File: config.mk
export PLATFORM = sky130hd
export DESIGN_NAME = irq_seq
export DESIGN_NICKNAME = d
export VERILOG_FILES = /design/src/irq_seq_pkg.sv /design/src/irq_seq.sv
export SDC_FILE = /design/constraint.sdc
export NUM_CORES = 1
export LEC_CHECK = 0
export ABC_AREA = 0
export BUFFER_PORTS_ARGS = -buffer_cell sky130_fd_sc_hd__buf_2
export CAP_MARGIN = 20
export CORE_AREA = 2 2 74 76
export DETAILED_ROUTE_END_ITERATION = 16
export DIE_AREA = 0 0 76 78
export PLACE_DENSITY_LB_ADDON = 0.05
export SYNTH_ARGS = -nofsm -noshare
export SYNTH_HDL_FRONTEND = slang
export SYNTH_SLANG_ARGS = --single-unit
File: constraint.sdc
create_clock -name clk_sys_i -period 1.6 [get_ports clk_sys_i]
set_input_delay 0 -clock clk_sys_i [delete_from_list [all_inputs] [get_ports clk_sys_i]]
set_output_delay 0 -clock clk_sys_i [all_outputs]
set_load 0.02 [all_outputs]
File: src/irq_seq_pkg.sv
`default_nettype none
package irq_seq_pkg;
	// ************************************************************
	// Register map and fields
	// ************************************************************
	localparam logic [3:0]  ADDR_ISC       = 4'h0;
	localparam logic [3:0]  ADDR_OPT       = 4'h4;
	localparam logic [3:0]  ADDR_STAT      = 4'h8;
	localparam int          ISC_EN_BIT     = 0;
	localparam int          ISC_FLAG_BIT   = 1;
	localparam int          ISC_CLR_BIT    = 2;
	localparam int          OPT_LEVEL_BIT  = 0;
	localparam int          OPT_PORT_BIT   = 1;
	localparam int          OPT_WD_BIT     = 2;
	localparam int          STAT_MASK_BIT  = 0;
	localparam int          STAT_BUSY_BIT  = 1;
	localparam logic [2:0]  OPT_RESET      = 3'h0;
	localparam logic [1:0]  RESP_OKAY      = 2'h0;
	localparam logic [1:0]  RESP_SLVERR    = 2'h2;

	// ************************************************************
	// Vectors (address of the high byte of each pair) and stacking
	// ************************************************************
	localparam logic [12:0] VEC_RESET      = 13'h1ffe;
	localparam logic [12:0] VEC_TRAP       = 13'h1ffc;
	localparam logic [12:0] VEC_EXT        = 13'h1ffa;
	localparam logic [12:0] VEC_CTMR       = 13'h1ff8;
	localparam logic [12:0] VEC_PTMR       = 13'h1ff6;
	localparam logic [12:0] VEC_SER        = 13'h1ff4;
	localparam logic [12:0] VEC_ANA        = 13'h1ff2;
	localparam logic [2:0]  STACK_BYTES    = 3'h5;

	typedef enum logic [1:0] {ST_IDLE, ST_PUSH, ST_FETCH, ST_POP} seq_state_e;

	typedef struct packed {
		logic        push;
		logic        pop;
		logic        fetch;
		logic [12:0] vec_addr;
	} core_cmd_s;

	typedef struct packed {
		logic core_timer;
		logic prog_timer;
		logic serial;
		logic analog;
	} periph_req_s;
endpackage : irq_seq_pkg
`default_nettype wire

File: src/irq_seq.sv
`default_nettype none
module irq_seq
	import irq_seq_pkg::*;
#(
	parameter int PORT_PINS = 4
) (
	input  wire logic                 clk_sys_i,
	input  wire logic                 sys_rst_i,
	input  wire logic [3:0]           s_axi_awaddr_i,
	input  wire logic                 s_axi_awvalid_i,
	output logic                      s_axi_awready_o,
	input  wire logic [31:0]          s_axi_wdata_i,
	input  wire logic [3:0]           s_axi_wstrb_i,
	input  wire logic                 s_axi_wvalid_i,
	output logic                      s_axi_wready_o,
	output logic [1:0]                s_axi_bresp_o,
	output logic                      s_axi_bvalid_o,
	input  wire logic                 s_axi_bready_i,
	input  wire logic [3:0]           s_axi_araddr_i,
	input  wire logic                 s_axi_arvalid_i,
	output logic                      s_axi_arready_o,
	output logic [31:0]               s_axi_rdata_o,
	output logic [1:0]                s_axi_rresp_o,
	output logic                      s_axi_rvalid_o,
	input  wire logic                 s_axi_rready_i,
	input  wire logic                 power_on_i,
	input  wire logic                 reset_pin_n_i,
	input  wire logic                 low_voltage_i,
	input  wire logic                 illegal_addr_i,
	input  wire logic                 watchdog_timeout_i,
	input  wire logic                 ext_request_n_i,
	input  wire logic [PORT_PINS-1:0] port_request_pins_i,
	input  wire periph_req_s          periph_req_i,
	input  wire logic                 inst_done_i,
	input  wire logic                 software_trap_i,
	input  wire logic                 return_from_trap_i,
	input  wire logic                 clear_mask_instruction_i,
	input  wire logic                 saved_mask_i,
	output logic                      core_reset_o,
	output core_cmd_s                 core_cmd_o,
	output logic                      global_mask_o,
	output logic                      busy_o
);
	if (PORT_PINS < 1 || PORT_PINS > 8) begin : g_check
		$error("PORT_PINS must be 1 to 8");
	end

	seq_state_e             state_reg;
	logic [2:0]             cnt_reg;
	logic [12:0]            vec_reg;
	logic                   global_mask_reg;
	logic                   core_reset_reg;
	logic                   rst_vec_pend_reg;
	logic                   ext_request_enable_reg;
	logic                   ext_request_flag_reg;
	logic [2:0]             opt_reg;
	logic                   irq_meta_reg;
	logic                   irq_sync_reg;
	logic [PORT_PINS-1:0]   pa_meta_reg;
	logic [PORT_PINS-1:0]   pa_sync_reg;
	logic                   comb_prev_reg;
	logic                   comb_req;
	logic                   ext_set;
	logic                   ext_clr;
	logic                   ext_go;
	logic                   any_reset;
	logic                   at_boundary;
	logic                   last_byte;
	logic                   aw_hold_reg;
	logic                   w_hold_reg;
	logic [3:0]             aw_addr_reg;
	logic [31:0]            w_data_reg;
	logic                   w_strb0_reg;
	logic                   bvalid_reg;
	logic [1:0]             bresp_reg;
	logic                   rvalid_reg;
	logic [31:0]            rdata_reg;
	logic [1:0]             rresp_reg;
	logic                   wr_fire;
	logic                   rd_fire;
	logic [12:0]            periph_vec;

	// ************************************************************
	// Reset sources
	// ************************************************************
	assign any_reset = power_on_i | ~reset_pin_n_i | low_voltage_i | illegal_addr_i
		| (watchdog_timeout_i & opt_reg[OPT_WD_BIT]);

	always_ff @(posedge clk_sys_i) begin
		if (sys_rst_i) begin
			core_reset_reg <= 1'b1;
		end else begin
			core_reset_reg <= any_reset;
		end
	end

	// The reset vector is fetched once, right after any reset source lets go
	always_ff @(posedge clk_sys_i) begin
		if (sys_rst_i || core_reset_reg) begin
			rst_vec_pend_reg <= 1'b1;
		end else if (state_reg == ST_IDLE) begin
			rst_vec_pend_reg <= 1'b0;
		end
	end

	// ************************************************************
	// Request pin and port pin synchronisers
	// ************************************************************
	always_ff @(posedge clk_sys_i) begin
		if (sys_rst_i) begin
			irq_meta_reg <= 1'b1;
			irq_sync_reg <= 1'b1;
		end else begin
			irq_meta_reg <= ext_request_n_i;
			irq_sync_reg <= irq_meta_reg;
		end
	end

	for (genvar i = 0; i < PORT_PINS; i++) begin : g_port_sync
		always_ff @(posedge clk_sys_i) begin
			if (sys_rst_i) begin
				pa_meta_reg[i] <= 1'b0;
				pa_sync_reg[i] <= 1'b0;
			end else begin
				pa_meta_reg[i] <= port_request_pins_i[i];
				pa_sync_reg[i] <= pa_meta_reg[i];
			end
		end
	end

	// ************************************************************
	// External request latch
	// ************************************************************
	// All sources merge onto one line, so while any of them is asserted
	// no other can produce a fresh edge: that is the intended hiding.
	assign comb_req = ~irq_sync_reg | (opt_reg[OPT_PORT_BIT] & (|pa_sync_reg));
	assign ext_set  = (comb_req & ~comb_prev_reg)
		| (opt_reg[OPT_LEVEL_BIT] & comb_req);
	assign ext_clr  = ((state_reg == ST_FETCH) && (vec_reg == VEC_EXT))
		|| (wr_fire && w_strb0_reg && aw_addr_reg == ADDR_ISC
			&& w_data_reg[ISC_CLR_BIT]);
	assign ext_go   = ext_request_flag_reg & ~global_mask_reg
		& ext_request_enable_reg;

	always_ff @(posedge clk_sys_i) begin
		if (sys_rst_i) begin
			comb_prev_reg <= 1'b0;
		end else begin
			comb_prev_reg <= comb_req;
		end
	end
	// A new request in the clearing cycle survives the clear
	always_ff @(posedge clk_sys_i) begin
		if (sys_rst_i || core_reset_reg) begin
			ext_request_flag_reg <= 1'b0;
		end else begin
			ext_request_flag_reg <= ext_set | (ext_request_flag_reg & ~ext_clr);
		end
	end
	always_ff @(posedge clk_sys_i) begin
		if (sys_rst_i || core_reset_reg) begin
			ext_request_enable_reg <= 1'b1;
		end else if (wr_fire && w_strb0_reg && aw_addr_reg == ADDR_ISC) begin
			ext_request_enable_reg <= w_data_reg[ISC_EN_BIT];
		end
	end

	// Option bits survive core resets so the watchdog option stays in force
	always_ff @(posedge clk_sys_i) begin
		if (sys_rst_i) begin
			opt_reg <= OPT_RESET;
		end else if (wr_fire && w_strb0_reg && aw_addr_reg == ADDR_OPT) begin
			opt_reg <= w_data_reg[2:0];
		end
	end

	// ************************************************************
	// Entry and return sequencer
	// ************************************************************
	assign at_boundary = (state_reg == ST_IDLE) && inst_done_i && !rst_vec_pend_reg;
	assign last_byte   = (cnt_reg == STACK_BYTES - 3'h1);
	assign periph_vec  = periph_req_i.core_timer ? VEC_CTMR
		: periph_req_i.prog_timer ? VEC_PTMR
		: periph_req_i.serial ? VEC_SER : VEC_ANA;

	always_ff @(posedge clk_sys_i) begin
		if (sys_rst_i || core_reset_reg) begin
			state_reg <= ST_IDLE;
			cnt_reg   <= 3'h0;
			vec_reg   <= VEC_RESET;
		end else begin
			case (state_reg)
				ST_IDLE: begin
					cnt_reg <= 3'h0;
					if (rst_vec_pend_reg) begin
						vec_reg   <= VEC_RESET;
						state_reg <= ST_FETCH;
					end else if (at_boundary) begin
						// Priority chain, highest first
						if (return_from_trap_i) begin
							state_reg <= ST_POP;
						end else if (software_trap_i) begin
							vec_reg   <= VEC_TRAP;
							state_reg <= ST_PUSH;
						end else if (ext_go) begin
							vec_reg   <= VEC_EXT;
							state_reg <= ST_PUSH;
						end else if (!global_mask_reg && (|periph_req_i)) begin
							vec_reg   <= periph_vec;
							state_reg <= ST_PUSH;
						end
					end
				end
				ST_PUSH, ST_POP: begin
					cnt_reg <= cnt_reg + 3'h1;
					if (last_byte) begin
						state_reg <= (state_reg == ST_PUSH) ? ST_FETCH : ST_IDLE;
					end
				end
				ST_FETCH: begin
					state_reg <= ST_IDLE;
				end
				default: begin
					state_reg <= ST_IDLE;
				end
			endcase
		end
	end

	// Mask is set after stacking so the stacked copy keeps the old value
	always_ff @(posedge clk_sys_i) begin
		if (sys_rst_i || core_reset_reg) begin
			global_mask_reg <= 1'b1;
		end else if (state_reg == ST_PUSH && last_byte) begin
			global_mask_reg <= 1'b1;
		end else if (state_reg == ST_POP && last_byte) begin
			global_mask_reg <= saved_mask_i;
		end else if (at_boundary && clear_mask_instruction_i) begin
			global_mask_reg <= 1'b0;
		end
	end

	assign core_cmd_o.push     = (state_reg == ST_PUSH);
	assign core_cmd_o.pop      = (state_reg == ST_POP);
	assign core_cmd_o.fetch    = (state_reg == ST_FETCH);
	assign core_cmd_o.vec_addr = vec_reg;
	assign core_reset_o        = core_reset_reg;
	assign global_mask_o       = global_mask_reg;
	assign busy_o              = (state_reg != ST_IDLE) || rst_vec_pend_reg;

	// ************************************************************
	// AXI4-Lite slave
	// ************************************************************
	assign s_axi_awready_o = ~aw_hold_reg & ~bvalid_reg;
	assign s_axi_wready_o  = ~w_hold_reg & ~bvalid_reg;
	assign s_axi_bvalid_o  = bvalid_reg;
	assign s_axi_bresp_o   = bresp_reg;
	assign s_axi_arready_o = ~rvalid_reg;
	assign s_axi_rvalid_o  = rvalid_reg;
	assign s_axi_rdata_o   = rdata_reg;
	assign s_axi_rresp_o   = rresp_reg;
	assign wr_fire         = aw_hold_reg & w_hold_reg & ~bvalid_reg;
	assign rd_fire         = s_axi_arvalid_i & ~rvalid_reg;

	always_ff @(posedge clk_sys_i) begin
		if (sys_rst_i) begin
			aw_hold_reg <= 1'b0;
			aw_addr_reg <= 4'h0;
		end else if (s_axi_awvalid_i && s_axi_awready_o) begin
			aw_hold_reg <= 1'b1;
			aw_addr_reg <= s_axi_awaddr_i;
		end else if (wr_fire) begin
			aw_hold_reg <= 1'b0;
		end
	end
	always_ff @(posedge clk_sys_i) begin
		if (sys_rst_i) begin
			w_hold_reg  <= 1'b0;
			w_data_reg  <= 32'h0;
			w_strb0_reg <= 1'b0;
		end else if (s_axi_wvalid_i && s_axi_wready_o) begin
			w_hold_reg  <= 1'b1;
			w_data_reg  <= s_axi_wdata_i;
			w_strb0_reg <= s_axi_wstrb_i[0];
		end else if (wr_fire) begin
			w_hold_reg <= 1'b0;
		end
	end
	always_ff @(posedge clk_sys_i) begin
		if (sys_rst_i) begin
			bvalid_reg <= 1'b0;
			bresp_reg  <= RESP_OKAY;
		end else if (wr_fire) begin
			bvalid_reg <= 1'b1;
			bresp_reg  <= (aw_addr_reg == ADDR_ISC || aw_addr_reg == ADDR_OPT
				|| aw_addr_reg == ADDR_STAT) ? RESP_OKAY : RESP_SLVERR;
		end else if (s_axi_bready_i) begin
			bvalid_reg <= 1'b0;
		end
	end

	// Clear bit always reads zero; unused bits read zero
	always_ff @(posedge clk_sys_i) begin
		if (sys_rst_i) begin
			rvalid_reg <= 1'b0;
			rdata_reg  <= 32'h0;
			rresp_reg  <= RESP_OKAY;
		end else if (rd_fire) begin
			rvalid_reg <= 1'b1;
			rdata_reg  <= 32'h0;
			rresp_reg  <= RESP_OKAY;
			case (s_axi_araddr_i)
				ADDR_ISC: begin
					rdata_reg[ISC_EN_BIT]   <= ext_request_enable_reg;
					rdata_reg[ISC_FLAG_BIT] <= ext_request_flag_reg;
				end
				ADDR_OPT: begin
					rdata_reg[2:0] <= opt_reg;
				end
				ADDR_STAT: begin
					rdata_reg[STAT_MASK_BIT] <= global_mask_reg;
					rdata_reg[STAT_BUSY_BIT] <= busy_o;
				end
				default: begin
					rresp_reg <= RESP_SLVERR;
				end
			endcase
		end else if (s_axi_rready_i) begin
			rvalid_reg <= 1'b0;
		end
	end
endmodule : irq_seq
`default_nettype wire

==> results of run 1 <==
## final timing paths
kind | cells after the start | to | from | slack [ns]
setup / recovery | 4 | state_reg[1] | state_reg[1] | 0.19
hold / removal | 4 | s_axi_bvalid_o | s_axi_bready_i | 0.007
setup reg to reg | 4 | state_reg[1] | state_reg[1] | 0.19
hold reg to reg | 1 | irq_sync_reg | irq_meta_reg | 0.41
## what timing repair did
item / CTS / global route
hold buffers: 18 / 0
setup endpoints to repair: 0 / 0
endpoints found under the hold margin: 17 / 0
## power breakdown
part | switching (mW) | leakage [nW] | internal (mW)
registers | 0.0224 | 0.360 | 1.13
logic | 0.199 | 0.787 | 0.125
clock network | 0.356 | 0.0552 | 0.463
total | 0.577 | 1.20 | 1.72
## Yosys cell counts (3+ instances only)
cell type | n | area [um^2]
nand2b_1 | 5 | 31.28
nor3_1 | 4 | 20.02
dfxtp_1 | 44 | 880.8
and2_1 | 4 | 25.02
inv_1 | 9 | 33.78
nor2b_1 | 12 | 75.07
a21oi_1 | 10 | 50.05
or2_2 | 3 | 18.77
clkbuf_1 | 8 | 30.03
a211oi_1 | 4 | 30.03
mux2i_1 | 17 | 170.2
nand3_1 | 3 | 15.01
buf_4 | 41 | 307.8
nor2_1 | 33 | 123.9
nand2_1 | 6 | 22.52
o21ai_0 | 4 | 20.02
nand3b_1 | 3 | 22.52
## cells by family (layout without fill, tap and decap cells)
group | Yosys count | count (layout) | synth area share
multiplexers | 17 | 17 | 0.07861
adder cells (fa/ha/maj) | 2 | 2 | 0.01156
AO/OA/AOI/OAI | 35 | 35 | 0.1150
buffers and inverters | 60 | 96 | 0.1757
flip-flops | 44 | 44 | 0.4069
AND/OR/NAND/NOR | 85 | 85 | 0.2087
other | 2 | 41 | 0.003470
## layer usage
metal,vias up,global-route usage,share of wire
li1,884,-,-
met1,730,0.1721,0.46
met2,67,0.2250,0.46
met3,2,0.04767,0.075
met4,0,0.04909,0.0061
met5,-,0,0
## metrics by stage
| step | hold slack, ns | std cells | util | power, mW |
|---|---|---|---|---|
| after global placement | 0.1865 | 364 | 0.4692 | 1.474 |
| after CTS | 0.001648 | 390 | 0.5263 | 2.335 |
| after detailed placement | 0.1836 | 364 | 0.4692 | 1.475 |
| final | 0.006547 | 390 | 0.5263 | 2.300 |
| after floorplan | 0.07183 | 284 | - | 1.463 |
| after global routing | 0.02335 | 390 | 0.5263 | 2.426 |
## area by class of cell
type | count | area [um^2]
multi-input cells | 180 | 1050
repair buffers | 78 | 490.5
clock inverters | 2 | 35.03
flip-flops and latches | 44 | 880.8
well taps | 70 | 87.58
inverters | 10 | 37.54
fillers | 501 | 2389
clock buffers | 6 | 72.57
## critical path, cell delays in order (launching register included)
cell and delay (ns):
dfxtp_1 0.38, or4_1 0.54, o311a_1 0.18, o211ai_1 0.12, o31ai_2 0.09
==> impl_metrics.ini, run 1 <==
[logic_synthesis]
ys_async_sr_fraction = 0
ys.flop_type = dfxtp_1
yosys_register_bits = 44
synth_cell_type_count = 45
syn_avg_cell_area_um2 = 8.835
netlist_area_um2 = 2165
postSynthCellCount = 245
ys_seq_area_frac = 0.4069
yosysWarnings = 0
synth-edff-count = 0

[die]
io_pins = 130
dieArea_um2 = 5928
core_area_um2 = 5042
initial_core_util = 0.4293
num_rows = 26
die_w_um = 76
die_y_um = 78

[clocking]
htreeDepth = 2
ctsResizeCount = 0
numCtsBuffers = 5
cts_root_buf = clkbuf_8
clk_latency_ns = 0.29
cts_buffer_depth = 2
cts_tree = built
post_cts_buffers = 0
cts.clk_slew.worst_paths_ns = 0.09
clock_sinks = 44

[min_path]
hold_path_class = primary input to flip-flop

[flow_run]
drv_cap = 0

[sta]
min_period_ns = 1.409
report.final.slew_viol_count = 0
hold_viol = 0
setup_viol = 0
period_share = 0.8804
rsz0062_at_grt = false
clock_skew_ns = 0.01227
final.setup.tns_ns = 0
layout_setup_ws_ns = 0.1914
max_freq_mhz = 709.9

[global_routing]
grt_pass1_vias = 1404
grt_pass1_wl_um = 6520
overflow = 0
antenna_found_initial = 0
grt_usage = 0.1387
grt_max_degree = 33

[routing]
route.detailed.drc = 0
dr.first_iter.drc_count = 60
via_count = 1683
firstDrtPassIters = 4
wire_per_inst_um = 10.49
drt-vias-per-instance = 4.315
ant_nets = 0
drt_wl_total_um = 4090

[place]
place_area_um2 = 2366
dp_hpwl_um = 3054
numPortBuffers = 56
pre_cts_ws_ns = 0.2146
globalplace.congestion = 0.7603

[layout]
fin_nets = 391
final_cell_mix = buf_2 (56), dfxtp_1 (44), conb_1 (41)
stdcell_area_um2 = 2654
layout_commonest_cell = buf_2
diodes = 0
drive_above_1_share = 0.2406
area_growth_pct = 22.60

[status]
status = finished clean

[setup_path]
cp.arrival_ns = 1.59
start_kind = flip-flop
cp_max_fo = 8
worstPathRequired_ns = 1.79
path_class = flip-flop to flip-flop
crit_path_end_kind = flip-flop

[power_and_ir_drop]
p_per_area_nw_per_um2 = 866.8
ir_drop_mv = 0.5626
leakage_nw = 1.202
(Power assumes the default switching activity.)
==> run 2, diff against run 1 <==
--- a/config.mk
+++ b/config.mk
@@ -11,7 +11,8 @@
 export CORE_AREA = 2 2 74 76
 export DETAILED_ROUTE_END_ITERATION = 16
 export DIE_AREA = 0 0 76 78
-export PLACE_DENSITY_LB_ADDON = 0.05
+export PLACE_DENSITY_LB_ADDON = 0.12
+export SLEW_MARGIN = 15
 export SYNTH_ARGS = -nofsm -noshare
 export SYNTH_HDL_FRONTEND = slang
 export SYNTH_SLANG_ARGS = --single-unit
==> run 2 against run 1 <==
Maximum frequency is essentially flat. Global-route usage grew 0.86 points. Sequential power is essentially flat. Non-clock buffer count grew 1. Routed wire length grew 3.8%. Die area is the same. Combinational power is essentially flat. Hold slack gained 0.016 ns. Highest routed layer unchanged. Via count grew 2.4%.
==> impl_metrics.ini, run 2 (synthesis results as in run 1) <==
[setup_path]
slowest_stage = or4_1
reg2reg_from = state_reg[1]
reg2reg_setup_slack_ns = 0.19
path_depth = 4
critPathBufInv = 0
r2r_end = state_reg[1]
cp_top_family = simple AND/OR/NAND/NOR gates
start_kind = flip-flop
worstPathRequired_ns = 1.78
crit_path_end = state_reg[1]
reg2reg_depth = 4
cp_max_fo = 8
cp.arrival_ns = 1.59
cp_slowest_stage_delay_ns = 0.53
path_class = flip-flop to flip-flop
worstPathCellList = or4_1, o311a_1, o211ai_1, o31ai_2
crit_start = state_reg[1]
crit_path_end_kind = flip-flop

[routing]
wire_per_inst_um = 10.86
route.detailed.drc = 0
ant_nets = 0
drt-vias-per-instance = 4.409
drt_wl_total_um = 4247
dr.first_iter.drc_count = 68
firstDrtPassIters = 4
via_count = 1724

[layout]
area_growth_pct = 23.24
drive_above_1_share = 0.2430
fillers = 514
multiInputGateArea_um2 = 1050
layout_commonest_cell = buf_2
diodes = 0
fin_nets = 392
fin_cells = 391
final_cell_mix = buf_2 (56), dfxtp_1 (44), conb_1 (41)
final_util = 0.5290
seq_area_um2 = 880.8

[sta]
rsz0062_at_grt = false
report.final.slew_viol_count = 0
final.setup.tns_ns = 0
period_share = 0.8805
hold_viol = 0
setup_viol = 0
clock_skew_ns = 0.008697
max_freq_mhz = 709.8
min_period_ns = 1.409

[global_routing]
grt_max_degree = 33
antenna_found_initial = 0
grt_pass1_vias = 1531
overflow = 0
grt_usage = 0.1473
grt_pass1_wl_um = 7024

[clocking]
clock_sinks = 44
cts.clk_slew.worst_paths_ns = 0.08
numCtsBuffers = 5
clk_latency_ns = 0.29
cts_root_buf = clkbuf_8
cts_tree = built
post_cts_buffers = 0
htreeDepth = 2
cts_buffer_depth = 2

[flow_run]
drv_cap = 0

[place]
dp_hpwl_um = 3122
numPortBuffers = 56
globalplace.congestion = 0.7644
place_inst = 364

[die]
dieArea_um2 = 5928
initial_core_util = 0.4293
io_pins = 130
die_w_um = 76
core_area_um2 = 5042
die_y_um = 78
num_rows = 26

[power_and_ir_drop]
leakage_nw = 1.205
ir_drop_mv = 0.5213
p_per_area_nw_per_um2 = 872.5
power_mw = 2.328

[min_path]
hold_path_class = primary input to flip-flop

[status]
status = finished clean
[run 2: cell types whose count changed in the layout (fill, tap and decap cells not counted)]
cell / change
dlygate4sd3_1: +1
clkinvlp_4: +1
clkbuf_1: -1
[run 2: metrics by stage]
| stage | cell area, um^2 | hold WS [ns] | setup WS [ns] |
|---|---|---|---|
| finish | 2668 | 0.02228 | 0.1911 |
| global route | 2668 | 0.04330 | 0.09248 |
| global placement | 2366 | 0.1820 | 0.2072 |
| floorplan | 2311 | 0.07183 | 0.07019 |
| detailed placement | 2366 | 0.1816 | 0.1971 |
| CTS | 2668 | 0.008582 | 0.1775 |
[run 2: worst min path at each step]
| stage | end | slack (ns) | cells after the start | start |
|---|---|---|---|---|
| final | s_axi_rdata_o[1] | 0.02 | 4 | s_axi_araddr_i[0] |
| after CTS | s_axi_rdata_o[1] | 0.009 | 4 | s_axi_araddr_i[0] |
| after global routing | vec_reg[3] | 0.04 | 3 | periph_req_i[3] |
| after global placement | irq_meta_reg | 0.18 | 2 | ext_request_n_i |
| after detailed placement | core_reset_o | 0.18 | 2 | reset_pin_n_i |
| after floorplan | core_reset_o | 0.07 | 1 | reset_pin_n_i |
[run 2: what timing repair did]
action                                 4_1_cts  5_1_grt
hold buffers                                19        0
endpoints found under the hold margin       18        0
resized for setup                            0        0
setup endpoints to repair                    0        0
[run 2: routing by layer]
metal | GRT usage | up-vias | routed length, um
met5 | 0 | - | 0
met3 | 0.03837 | 6 | 207
met4 | 0.06000 | 0 | 59
met2 | 0.2500 | 55 | 2062
li1 | - | 890 | -
met1 | 0.1781 | 773 | 1917
[run 2: power breakdown]
part	total (mW)	switching [mW]	internal [mW]
registers	1.16	0.0223	1.13
clock network	0.843	0.381	0.462
logic	0.328	0.201	0.127
total	2.33	0.604	1.72
[run 2: layout make-up]
class / instances / area share
tap: 70 / 0.03283
clock buffer: 5 / 0.02580
inverter: 10 / 0.01407
sequential: 44 / 0.3302
timing repair buffer: 79 / 0.1876
clock inverter: 3 / 0.01595
multi-input combinational: 180 / 0.3935
[run 2: worst register-to-register path, cell delays in order, from the launching register on]
cell,delay (ns)
dfxtp_1,0.38
or4_1,0.53
o311a_1,0.17
o211ai_1,0.12
o31ai_2,0.10
